**config.mk**
```make
export PLATFORM = sky130hd
export DESIGN_NAME = rnf_filter
export DESIGN_NICKNAME = d
export VERILOG_FILES = /design/src/rnf_pkg.sv /design/src/rnf_filter.sv
export SDC_FILE = /design/constraint.sdc
export NUM_CORES = 1
export LEC_CHECK = 0
export ABC_AREA = 1
export BUFFER_PORTS_ARGS = -buffer_cell sky130_fd_sc_hd__clkbuf_2
export CORE_AREA = 2 2 39 41
export DETAILED_ROUTE_END_ITERATION = 12
export DIE_AREA = 0 0 41 43
export GPL_ROUTABILITY_DRIVEN = 0
export PLACE_DENSITY = 0.61
export SLEW_MARGIN = 25
export SYNTH_ARGS = -nofsm -noshare
export SYNTH_HDL_FRONTEND = slang
export SYNTH_SLANG_ARGS = --single-unit
```
**constraint.sdc**
```tcl
create_clock -name MCLK -period 4.1 [get_ports MCLK]
set_clock_uncertainty 0.15 [all_clocks]
set_input_delay 0.205 -clock MCLK [delete_from_list [all_inputs] [get_ports MCLK]]
set_output_delay 0.205 -clock MCLK [all_outputs]
set_load 0.01 [all_outputs]
```
**src/rnf_pkg.sv**
```systemverilog
// Behaviour
// - two-bit saturating up/down counter, no wrap
// - output falls only on step 01 to 00
// - output rises only on step 10 to 11
// - clean input reaches output three clocks later
// - counter width is a parameter; the three-clock lag holds for two bits only
// - data sampled near bit centre strobe
// - noise flag captured with the data bit
// - noise flag never alters sampled data
`default_nettype none
package rnf_pkg;
    localparam int unsigned RNF_CNT_W      = 2;
    localparam logic        RNF_IDLE_LEVEL = 1'b1;
    localparam logic        RNF_SMP_IDLE   = 1'b0;
    localparam int unsigned RNF_LAG_CLEAN  = 3;

    typedef struct packed {
        logic data;
        logic noise;
    } rnf_sample_s;
endpackage
`default_nettype wire

```
**src/rnf_filter.sv**
```systemverilog
`timescale 1ns/1ps
`default_nettype none
module rnf_filter #(
    parameter int unsigned CNT_W = rnf_pkg::RNF_CNT_W
) (
    input  wire logic         MCLK,
    input  wire logic         RESETN,
    input  wire logic         CE,
    input  wire logic         TIMER_INPUT_PIN,
    input  wire logic         BIT_MID,
    output var  logic         FILT_OUT,
    output var  logic         NOISE_EVENT_FLAG,
    output var  rnf_pkg::rnf_sample_s SMP_OUT,
    output var  logic         SMP_VALID
);
    import rnf_pkg::*;

    localparam logic [CNT_W-1:0] CNT_MAX  = {CNT_W{1'b1}};
    localparam logic [CNT_W-1:0] CNT_MIN  = {CNT_W{1'b0}};
    localparam logic [CNT_W-1:0] CNT_ONE  = {{(CNT_W-1){1'b0}}, 1'b1};
    localparam logic [CNT_W-1:0] CNT_HIGH = CNT_MAX - CNT_ONE;
    // idle line is high, so start saturated at the top
    localparam logic [CNT_W-1:0] CNT_RST  = {CNT_W{RNF_IDLE_LEVEL}};

    logic [CNT_W-1:0] cnt_ff;
    logic [CNT_W-1:0] nxt_cnt;
    logic             filt_ff;
    logic             nxt_filt;
    logic             noise_ff;
    logic             nxt_noise;
    rnf_sample_s      smp_ff;
    rnf_sample_s      nxt_smp;
    logic             smp_vld_ff;

    wire at_max  = (cnt_ff == CNT_MAX);
    wire at_min  = (cnt_ff == CNT_MIN);
    wire step_up = TIMER_INPUT_PIN && !at_max;
    wire step_dn = !TIMER_INPUT_PIN && !at_min;

    // saturating step, never wraps past either end
    assign nxt_cnt = step_up ? cnt_ff + CNT_ONE :
                     step_dn ? cnt_ff - CNT_ONE : cnt_ff;

    // output moves only when the count lands on an extreme
    wire fall_now = step_dn && (cnt_ff == CNT_ONE);
    wire rise_now = step_up && (cnt_ff == CNT_HIGH);
    assign nxt_filt = rise_now ? 1'b1 :
                      fall_now ? 1'b0 : filt_ff;

    // any count short of an extreme means the line disagreed recently
    assign nxt_noise = (nxt_cnt != CNT_MAX) && (nxt_cnt != CNT_MIN);

    // data and flag taken from the same registered instant
    assign nxt_smp.data  = filt_ff;
    assign nxt_smp.noise = noise_ff;

    always_ff @(posedge MCLK or negedge RESETN) begin
        if (!RESETN) begin
            cnt_ff   <= CNT_RST;
            filt_ff  <= RNF_IDLE_LEVEL;
            noise_ff <= 1'b0;
        end else if (CE) begin
            cnt_ff   <= nxt_cnt;
            filt_ff  <= nxt_filt;
            noise_ff <= nxt_noise;
        end
    end

    // the timer's bit timing places the strobe at the bit centre
    always_ff @(posedge MCLK or negedge RESETN) begin
        if (!RESETN) begin
            smp_ff     <= '{data: RNF_IDLE_LEVEL, noise: RNF_SMP_IDLE};
            smp_vld_ff <= RNF_SMP_IDLE;
        end else if (CE) begin
            smp_vld_ff <= BIT_MID;
            if (BIT_MID) begin
                smp_ff <= nxt_smp;
            end
        end
    end

    assign FILT_OUT         = filt_ff;
    assign NOISE_EVENT_FLAG = noise_ff;
    assign SMP_OUT          = smp_ff;
    assign SMP_VALID        = smp_vld_ff;

    // lag figure holds for the two-bit counter only
    generate
        if (CNT_W == RNF_CNT_W) begin : g_lag

        end
    endgenerate
endmodule
`default_nettype wire

```
**Yosys cells after proc, flatten, opt, wreduce, memory -nomap -nowiden**

Cells that the tools add are included.
W data, S select, Z words.

- Add/sub/neg operators: 2
- $mul: 0
- Div/mod/pow operators: 0
- $lt $le $gt $ge: 0
- Eq/ne operators: 4
- Shifts and indexed selects: 0
- Muxes and demuxes: 4
- Bitwise gates (word level): 0
- Reductions and logical operators: 13

Operator list:

| operator | count |
|---|---|
| $logic_and A1 B1 Y1 | 5 |
| $eq A2 B2 Y1 const B | 2 |
| $mux W2 | 2 |
| $reduce_and A2 Y1 | 2 |
| $reduce_bool A2 Y1 | 2 |
| $logic_not A1 Y1 | 3 |
| $add A2 B1 Y2 const B | 1 |
| $eq A2 B1 Y1 const B | 1 |
| $logic_not A2 Y1 | 1 |
| $mux W1 | 2 |
| $ne A2 B2 Y1 const B | 1 |
| $sub A2 B1 Y2 const B | 1 |

- Register bits: 7
- Latch bits: 0
- Memory bits (writable): 0
- Bits in read-only memories: 0
- Output and inout port bits: 5
- Word-level logic and storage cells: 29
- Memories: 0

**Depth between registers and ports, before layout**

Gate-level depths: netlist of the first run.

- Word-level depth: 7
- Mapped depth: 10

**Least setup slack after synthesis of the first run**

No wires, ideal clock.

- Kind: register to register
- Start: reg cnt_ff[0]
- End: reg noise_ff (netlist: NOISE_EVENT_FLAG)
- Library setup time: 0.113 ns
- Data arrival time: 1.294 ns
- Required time: 3.837 ns
- Slack: 2.543 ns
- Stages on the path, launching flop included: 9
- Clock period less this slack: 1.557 ns
- Cell sequence: dfstp_2 inv_1 ha_1 nand3_1 nand2_1 a21oi_1 nand2_1 nand2_1 inv_1

- Cells in the longest elaborated chain, start to end: 7
- Elaborated cells on any way between the ends: 13

RTL lines:

| what | RTL line | RTL |
|---|---|---|
| start, declared | rnf_filter.sv:25 | `logic [CNT_W-1:0] cnt_ff;` |
| start signal, assigned | rnf_filter.sv:63 | `cnt_ff <= nxt_cnt;` |
| branches (longest 4 deep; another with $sub A2 B1 Y2) | -- |  |
| $mux W2 (*) | rnf_filter.sv:41 | `assign nxt_cnt = step_up ? cnt_ff + CNT_ONE :` |
| $ne A2 B2 Y1 / $reduce_bool A2 Y1 (equally long branches) | rnf_filter.sv:51 | `assign nxt_noise = (nxt_cnt != CNT_MAX) && (nxt_cnt != CNT_MIN);` |
| $logic_and A1 B1 Y1 (*) | rnf_filter.sv:51 |  |
| end signal, assigned | rnf_filter.sv:65 | `noise_ff <= nxt_noise;` |
| end, declared | rnf_filter.sv:29 | `logic noise_ff;` |

Mark *: on every way between the ends.
A chain may end at the register's enable or synchronous reset.

**Worst setup path after layout of the first run**

Same ends and word-level chain as after synthesis.

==> results of run 1 <==
metrics by stage:
step / total power [W] / instance area [sq um] / setup slack (ps)
final: 0.000321 / 508 / 2400
after CTS: 0.000324 / 508 / 2400
after floorplan: 0.000218 / 413 / 2540
after global placement: 0.000254 / 470 / 2450
after detailed placement: 0.000257 / 470 / 2430
after global routing: 0.000355 / 508 / 2300
logic make-up after synthesis:
kind of cell	count (synthesis)	synth area share
and+or+nand+nor	17	0.200
DFF	7	0.436
AOI/OAI and AO/OA	7	0.0848
muxes	1	0.0273
buffers and inverters	10	0.100
adders and majority gates	5	0.152
cell usage in the layout, fill, tap and decap left out:
master,n
inv_1,9
nand2_1,9
clkbuf_2,9
o21ai_0,6
ha_1,5
dfstp_2,4
dfrtp_1,3
nand2_2,3
clkbuf_4,3
nand3_1,2
nor2_1,1
a21oi_1,1
nand3_2,1
nand4_1,1
mux2_2,1
clkinv_2,1
dlygate4sd3_1,1
final cells by class:
type | instances | area, sq um
clock buffers | 3 | 22.5
clock inverters | 1 | 5.00
fillers | 150 | 876
inverters | 9 | 33.8
multi-input cells | 30 | 191
flip-flops and latches | 7 | 180
well taps | 16 | 20.0
repair buffers | 10 | 55.1
tightest hold or removal path: cells and delay by family:
family,cells,cell delay [ps]
buf+inv,1,70
simple gates,1,90
compound gates,1,90
path summary, 6_finish.rpt:
path	start	to	depth (start not counted)
max	cnt_ff[0]$_DFFE_PN1P_	NOISE_EVENT_FLAG$_DFFE_PN0P_	8
min	BIT_MID	SMP_VALID$_DFFE_PN0P_	3
max reg2reg	cnt_ff[0]$_DFFE_PN1P_	NOISE_EVENT_FLAG$_DFFE_PN0P_	8
min reg2reg	FILT_OUT$_DFFE_PN1P_	FILT_OUT$_DFFE_PN1P_	2
max in group asynchronous	RESETN	cnt_ff[1]$_DFFE_PN1P_	2
min in group asynchronous	RESETN	SMP_OUT[0]$_DFFE_PN0P_	2
sequential cells by signal (all words and copies together), names as in the netlist:
signal / count
FILT_OUT: 1
NOISE_EVENT_FLAG: 1
SMP_OUT: 2
SMP_VALID: 1
cnt_ff: 2
report_power, final:
group	switching (W)	internal, W	leakage, nW
registers	0.0000205	0.000110	0.0780
clock network	0.0000301	0.0000359	0.0177
logic	0.0000736	0.0000506	0.175
per-layer routing:
layer  wire length [um]  vias to the layer above  global-route usage  part of all wire
li1                   -                      173                   -                 -
met3                 46                        4              0.0314             0.065
met2                322                       11               0.141              0.46
met1                314                      145               0.126              0.45
met4                 19                        0              0.0800             0.027
met5                  0                        -                   0                 0
==> impl_metrics.json, run 1 <==
{
  "antenna_cells": 0,
  "cp_top_family": "flip-flops",
  "antenna_found_initial": 0,
  "drt_iter0_markers": 12,
  "dp_hpwl_um": 556,
  "max_stage_delay_ps": 580,
  "final_cells": 76,
  "drt_wl_total_um": 703,
  "syn_inst": 47,
  "p_per_area_nw_per_um2": 631,
  "clockBufferDepth": 2,
  "io_pins": 10,
  "grt_pass1_vias": 303,
  "ys.flop_type": "dfstp_2",
  "finalMaxSlewViolations": 0,
  "grt_pass1_wl_mm": 1.15,
  "finalHoldViolations": 0,
  "fin_crit_ps": 1700,
  "die-height_um": 43,
  "critPathKind": "reg -> reg",
  "nets": 71,
  "setup_viol": 0,
  "fmax_mhz": 588,
  "drt-vias-per-instance": 4.38,
  "worstPathRequired_ps": 4100,
  "core-area_sq_um": 1380,
  "synth_async_sr_flop_share": 1.00,
  "max-cap-violations": 0,
  "cp_max_fo": 5,
  "grt_max_degree": 12,
  "fp-row-count": 14,
  "grt_usage": 0.103,
  "drc": 0,
  "leakage_nw": 0.271,
  "initial_core_util": 0.298,
  "synth_commonest_cells": "inv_1, nand2_1, o21ai_0, ha_1, dfstp_2",
  "clk_latency_ps": 260,
  "dieArea_sq_um": 1760,
  "cts_root_buf": "clkbuf_4",
  "overflow": 0,
  "clock-sinks": 7,
  "via_count": 333,
  "yosysUniqueCellTypes": 14,
  "cts_hold_buf": 1,
  "synth_top_cell_by_area": "dfstp_2",
  "port_buffers": 9,
  "synth_area_sq_um": 413,
  "tritoncts": "done",
  "cts_resized": 0,
  "clk_pin_slew_ps": 60,
  "synth-edff-count": 0,
  "syn2layout_area_growth_pct": 23.0,
  "arrival_ps": 1700,
  "path_cells": "inv_1 > ha_1 > nand3_1 > nand2_1 > a21oi_1 > nand2_1 > nand2_1 > inv_1",
  "synth_seq_cells": 7,
  "dp_cells": 71,
  "syn_avg_cell_area_sq_um": 8.79,
  "cp_common_cell": "nand2_1",
  "cts_buffers": 3,
  "endpoint_kind": "flip-flop",
  "status": "completed",
  "synth_seq_area_share": 0.436,
  "synth_top_area_frac": 0.255,
  "post_cts_buffers": 0,
  "drive_above_1_share": 0.367,
  "first_pass_iters": 4,
  "rsz0062_at_grt": "no",
  "ir_drop_mv": 0.329,
  "timing.slew.headroom": 0.875,
  "synth_nets": 57,
  "wl_per_cell_um": 9.25,
  "post-route-util": 0.367,
  "startpoint_type": "flip-flop",
  "htree_levels": 1,
  "synth.area.top_cells": "dfstp_2, dfrtp_1, ha_1, inv_1, nand2_1",
  "ant_nets": 0,
  "fin_crit_sh": 0.415,
  "die_w_um": 41,
  "hold_class": "in -> reg",
  "critPathBufInv": 2,
  "tns_ps": 0,
  "r2r_slack_ps": 2400,
  "worstMarginPinSlew_ps": 185,
  "yosysWarnings": 0,
  "cp_slowest_cell": "dfstp_2",
  "timing.hold.ws_ps": 96.8
}
(Power assumes the default switching activity.)
==> inputs of run 2 (changes only) <==
- clock period: 4.1 -> 1.7 ns (I/O delays scaled with it)
==> impl_metrics.json, run 2 (synthesized netlist as in run 1, its figures left out) <==
{
  "core-area_sq_um": 1380,
  "swShare": 0.380,
  "antenna_found_initial": 0,
  "p_seq_frac": 0.366,
  "wl_per_cell_um": 9.43,
  "r2r_slack_ps": 130,
  "total_power_w": 0.000830,
  "critPathBufInv": 2,
  "endpoint_kind": "flip-flop",
  "dieArea_sq_um": 1760,
  "grt_max_degree": 12,
  "first_pass_iters": 2,
  "max_stage_delay_ps": 550,
  "worstPathRequired_ps": 1690,
  "antenna_cells": 0,
  "worstMarginPinSlew_ps": 187,
  "syn2layout_area_growth_pct": 33.9,
  "grt_pass1_wl_mm": 1.29,
  "drive_above_1_share": 0.406,
  "pwr-share-clk": 0.191,
  "grt_usage": 0.111,
  "rsz0062_at_grt": "no",
  "cp_slowest_cell": "dfstp_2",
  "ir_drop_mv": 0.600,
  "finalMaxSlewViolations": 0,
  "fp-row-count": 14,
  "path_cells": "inv_1 > ha_1 > nand3_2 > nand2_2 > a21oi_2 > nand2_1 > nand2_1 > inv_1",
  "r2r_end": "NOISE_EVENT_FLAG$_DFFE_PN0P_",
  "nets": 75,
  "hold_end": "cnt_ff[0]$_DFFE_PN1P_",
  "grt_pass1_vias": 330,
  "nFillCells": 149,
  "finalHoldViolations": 0,
  "port_buffers": 9,
  "setup_viol": 0,
  "cts_root_buf": "clkbuf_4",
  "leakage_nw": 0.289,
  "drt_wl_total_um": 754,
  "clock-sinks": 7,
  "combinationalPowerShare": 0.443,
  "ant_nets": 0,
  "tritoncts": "done",
  "die_w_um": 41,
  "fin_crit_sh": 0.924,
  "fin_crit_ps": 1570,
  "io_pins": 10,
  "tns_ps": 0,
  "status": "completed",
  "initial_core_util": 0.298,
  "cts_buffers": 3,
  "layout_common_cells": "inv_1, clkbuf_2, nand2_1",
  "power.internal_w": 0.000515,
  "max-cap-violations": 0,
  "startpoint_type": "flip-flop",
  "clk_pin_slew_ps": 60,
  "hold_path_depth": 2,
  "critPathKind": "reg -> reg",
  "timing.rr.start": "cnt_ff[1]$_DFFE_PN1P_",
  "switchingPower_w": 0.000315,
  "drt-vias-per-instance": 4.01,
  "cp_top_family": "flip-flops",
  "fmax_mhz": 637,
  "arrival_ps": 1570,
  "die-height_um": 43,
  "overflow": 0,
  "via_count": 321,
  "timing.hold.ws_ps": 10.1,
  "clockBufferDepth": 2,
  "cp_max_fo": 4,
  "hold_class": "in -> reg",
  "ff2ff_path_depth": 8,
  "clk_latency_ps": 260,
  "hold_start": "CE",
  "post-route-util": 0.400,
  "drc": 0,
  "drt_iter0_markers": 5,
  "post-place-ws_ps": 115,
  "p_per_area_nw_per_um2": 1500,
  "htree_levels": 1,
  "timing.slew.headroom": 0.874,
  "timing.final.ws_setup_ps": 129,
  "dp_hpwl_um": 550
}
## run 2: final cells by class
| cell class | count | area, sq um | share of cell area |
|---|---|---|---|
| clock buffers | 4 | 26.3 | 0.0475 |
| inverters | 9 | 33.8 | 0.0611 |
| multi-input cells | 30 | 203 | 0.367 |
| flip-flops and latches | 7 | 180 | 0.326 |
| well taps | 16 | 20.0 | 0.0362 |
| repair buffers | 14 | 90.1 | 0.163 |
## run 2: worst max-delay path by stage
stage                                     start                           end  slack (ps)  depth (start not counted)
after floorplan           cnt_ff[0]$_DFFE_PN1P_  NOISE_EVENT_FLAG$_DFFE_PN0P_         140                          8
after detailed placement  cnt_ff[0]$_DFFE_PN1P_  NOISE_EVENT_FLAG$_DFFE_PN0P_         110                          8
after global routing      cnt_ff[1]$_DFFE_PN1P_  NOISE_EVENT_FLAG$_DFFE_PN0P_          20                          9
after CTS                 cnt_ff[1]$_DFFE_PN1P_  NOISE_EVENT_FLAG$_DFFE_PN0P_         100                          8
final                     cnt_ff[1]$_DFFE_PN1P_  NOISE_EVENT_FLAG$_DFFE_PN0P_         130                          8
after global placement    cnt_ff[0]$_DFFE_PN1P_  NOISE_EVENT_FLAG$_DFFE_PN0P_         130                          8
## run 2: metrics by stage
| step | std cells | area, sq um |
|---|---|---|
| after floorplan | 47 | 413 |
| after global placement | 72 | 478 |
| after detailed placement | 72 | 478 |
| after CTS | 79 | 534 |
| after global routing | 80 | 553 |
| final | 80 | 553 |
## run 2: power by group through the flow
stage / registers [W] / logic, W / clock network, W
6_report: 0.000304 / 0.000368 / 0.000158
5_1_grt: 0.000313 / 0.000433 / 0.000173
4_1_cts: 0.000304 / 0.000332 / 0.000163
3_5_place_dp: 0.000307 / 0.000326 / 0
3_3_place_gp: 0.000304 / 0.000318 / 0
2_1_floorplan: 0.000335 / 0.000190 / 0
## run 2: per-layer routing
metal,vias to the layer above,global-route usage,routed length [um]
met2,8,0.159,346
li1,179,-,-
met5,-,0,0
met4,0,0.0600,0
met3,0,0.0314,45
met1,134,0.143,362
## run 2: repair_timing
item | CTS | global route
gates resized for setup | 0 | 3
hold endpoints to repair | 9 | 0
hold buffers | 3 | 0
buffers inserted | 0 | 1
setup endpoints to repair | 0 | 1
==> inputs of run 3 (changes only) <==
- HOLD_SLACK_MARGIN: not set -> 0.1
- RECOVER_POWER: not set -> 100
==> impl_metrics.json, run 3 (synthesized netlist as in run 1, its figures left out) <==
{
  "overflow": 0,
  "clk_pin_slew_ps": 60,
  "tritoncts": "done",
  "drt_wl_total_um": 796,
  "io_pins": 10,
  "worstPathRequired_ps": 1680,
  "timing.hold.ws_ps": 314,
  "clockBufferDepth": 2,
  "layout_common_cells": "inv_1, nand2_1, clkbuf_1",
  "first_pass_iters": 2,
  "core-area_sq_um": 1380,
  "mostFrequentLayoutCell": "inv_1",
  "drt_iter0_markers": 7,
  "max-cap-violations": 0,
  "use_met2": 0.166,
  "drive_above_1_share": 0.313,
  "finalMaxSlewViolations": 0,
  "finalHoldViolations": 0,
  "fin_crit_ps": 1600,
  "cts_root_buf": "clkbuf_4",
  "fin_crit_sh": 0.944,
  "place_area_sq_um": 478,
  "syn2layout_area_growth_pct": 40.0,
  "dp_hpwl_um": 550,
  "grt_max_degree": 12,
  "port_buffers": 9,
  "cts_buffers": 3,
  "leakage_nw": 0.284,
  "clock-sinks": 7,
  "clk_latency_ps": 250,
  "endpoint_kind": "flip-flop",
  "fp-row-count": 14,
  "grt_usage": 0.113,
  "wl_per_cell_um": 9.59,
  "grt_pass1_vias": 348,
  "tns_ps": 0,
  "rsz0062_at_grt": "no",
  "antenna_cells": 0,
  "antenna_found_initial": 0,
  "startpoint_type": "primary input",
  "die-height_um": 43,
  "die_w_um": 41,
  "drt-vias-per-instance": 4.07,
  "initial_core_util": 0.298,
  "cp_max_fo": 11,
  "p_per_area_nw_per_um2": 1420,
  "worstMarginPinSlew_ps": 279,
  "dieArea_sq_um": 1760,
  "critPathKind": "in -> reg",
  "ir_drop_mv": 0.598,
  "drc": 0,
  "use_met3": 0.0314,
  "hold_class": "in -> async",
  "nets": 78,
  "ant_nets": 0,
  "fmax_mhz": 623,
  "grt-busiest-layer": "met2",
  "total_power_w": 0.000822,
  "grt_use_met1": 0.143,
  "arrival_ps": 1580,
  "timing.slew.headroom": 0.814,
  "status": "completed",
  "nFillCells": 149,
  "setup_viol": 0,
  "grt_pass1_wl_mm": 1.32,
  "via_count": 338,
  "htree_levels": 1,
  "design_area_sq_um": 578
}
run 3: changes by cell type in the layout (fill, tap and decap cells not counted):
cell,previous run,this run
clkbuf_1,1,7
nand2_2,4,5
nand2_1,8,7
clkbuf_2,9,3
dlygate4sd3_1,3,6
run 3: final timing paths:
kind | start | end | slack, ps | depth (start not counted)
max in group asynchronous | RESETN | SMP_OUT[0]$_DFFE_PN0P_ | 470 | 3
min in group MCLK | SMP_OUT[0]$_DFFE_PN0P_ | SMP_OUT[0]$_DFFE_PN0P_ | 350 | 2
worst min register to register | SMP_OUT[0]$_DFFE_PN0P_ | SMP_OUT[0]$_DFFE_PN0P_ | 350 | 2
worst min-delay path | RESETN | FILT_OUT$_DFFE_PN1P_ | 310 | 2
worst max register to register | cnt_ff[0]$_DFFE_PN1P_ | NOISE_EVENT_FLAG$_DFFE_PN0P_ | 130 | 9
worst max-delay path | CE | SMP_VALID$_DFFE_PN0P_ | 100 | 5
run 3: critical path, cell delays in order:
cell and delay (ps):
dlygate4sd3_1 530, clkbuf_2 200, nand2_2 130, o21ai_0 80, dlygate4sd3_1 560
run 3: layout make-up:
cell class / instances / area, sq um / share of cell area
multi-input cells: 30 / 205 / 0.355
inverters: 9 / 33.8 / 0.0584
flip-flops and latches: 7 / 180 / 0.312
well taps: 16 / 20.0 / 0.0346
clock buffers: 4 / 26.3 / 0.0455
repair buffers: 17 / 113 / 0.195
run 3: timing repair:
| action | 4_1_cts | 5_1_grt |
|---|---|---|
| buffers inserted | 0 | 1 |
| hold buffers | 6 | 0 |
| endpoints found under the setup margin | 0 | 1 |
| endpoints found under the hold margin | 13 | 0 |
| resized for setup | 0 | 4 |
run 3: where the power goes:
| group | internal (W) | total, W | switching, W |
|---|---|---|---|
| registers | 0.000264 | 0.000303 | 0.0000382 |
| logic | 0.000154 | 0.000364 | 0.000210 |
| clock network | 0.0000898 | 0.000155 | 0.0000654 |
run 3: per-stage QoR:
stage,util,worst slack [ps],cells
global placement,0.345,129,72
detailed placement,0.345,115,72
CTS,0.408,64.5,82
finish,0.418,95.1,83
floorplan,-,143,47
global route,0.418,20.2,83
run 3: per-layer routing:
metal / part of all wire / up-vias / wire (um)
li1: - / 185 / -
met1: 0.49 / 145 / 388
met2: 0.45 / 8 / 360
met3: 0.058 / 0 / 46
met4: 0 / 0 / 0
met5: 0 / - / 0
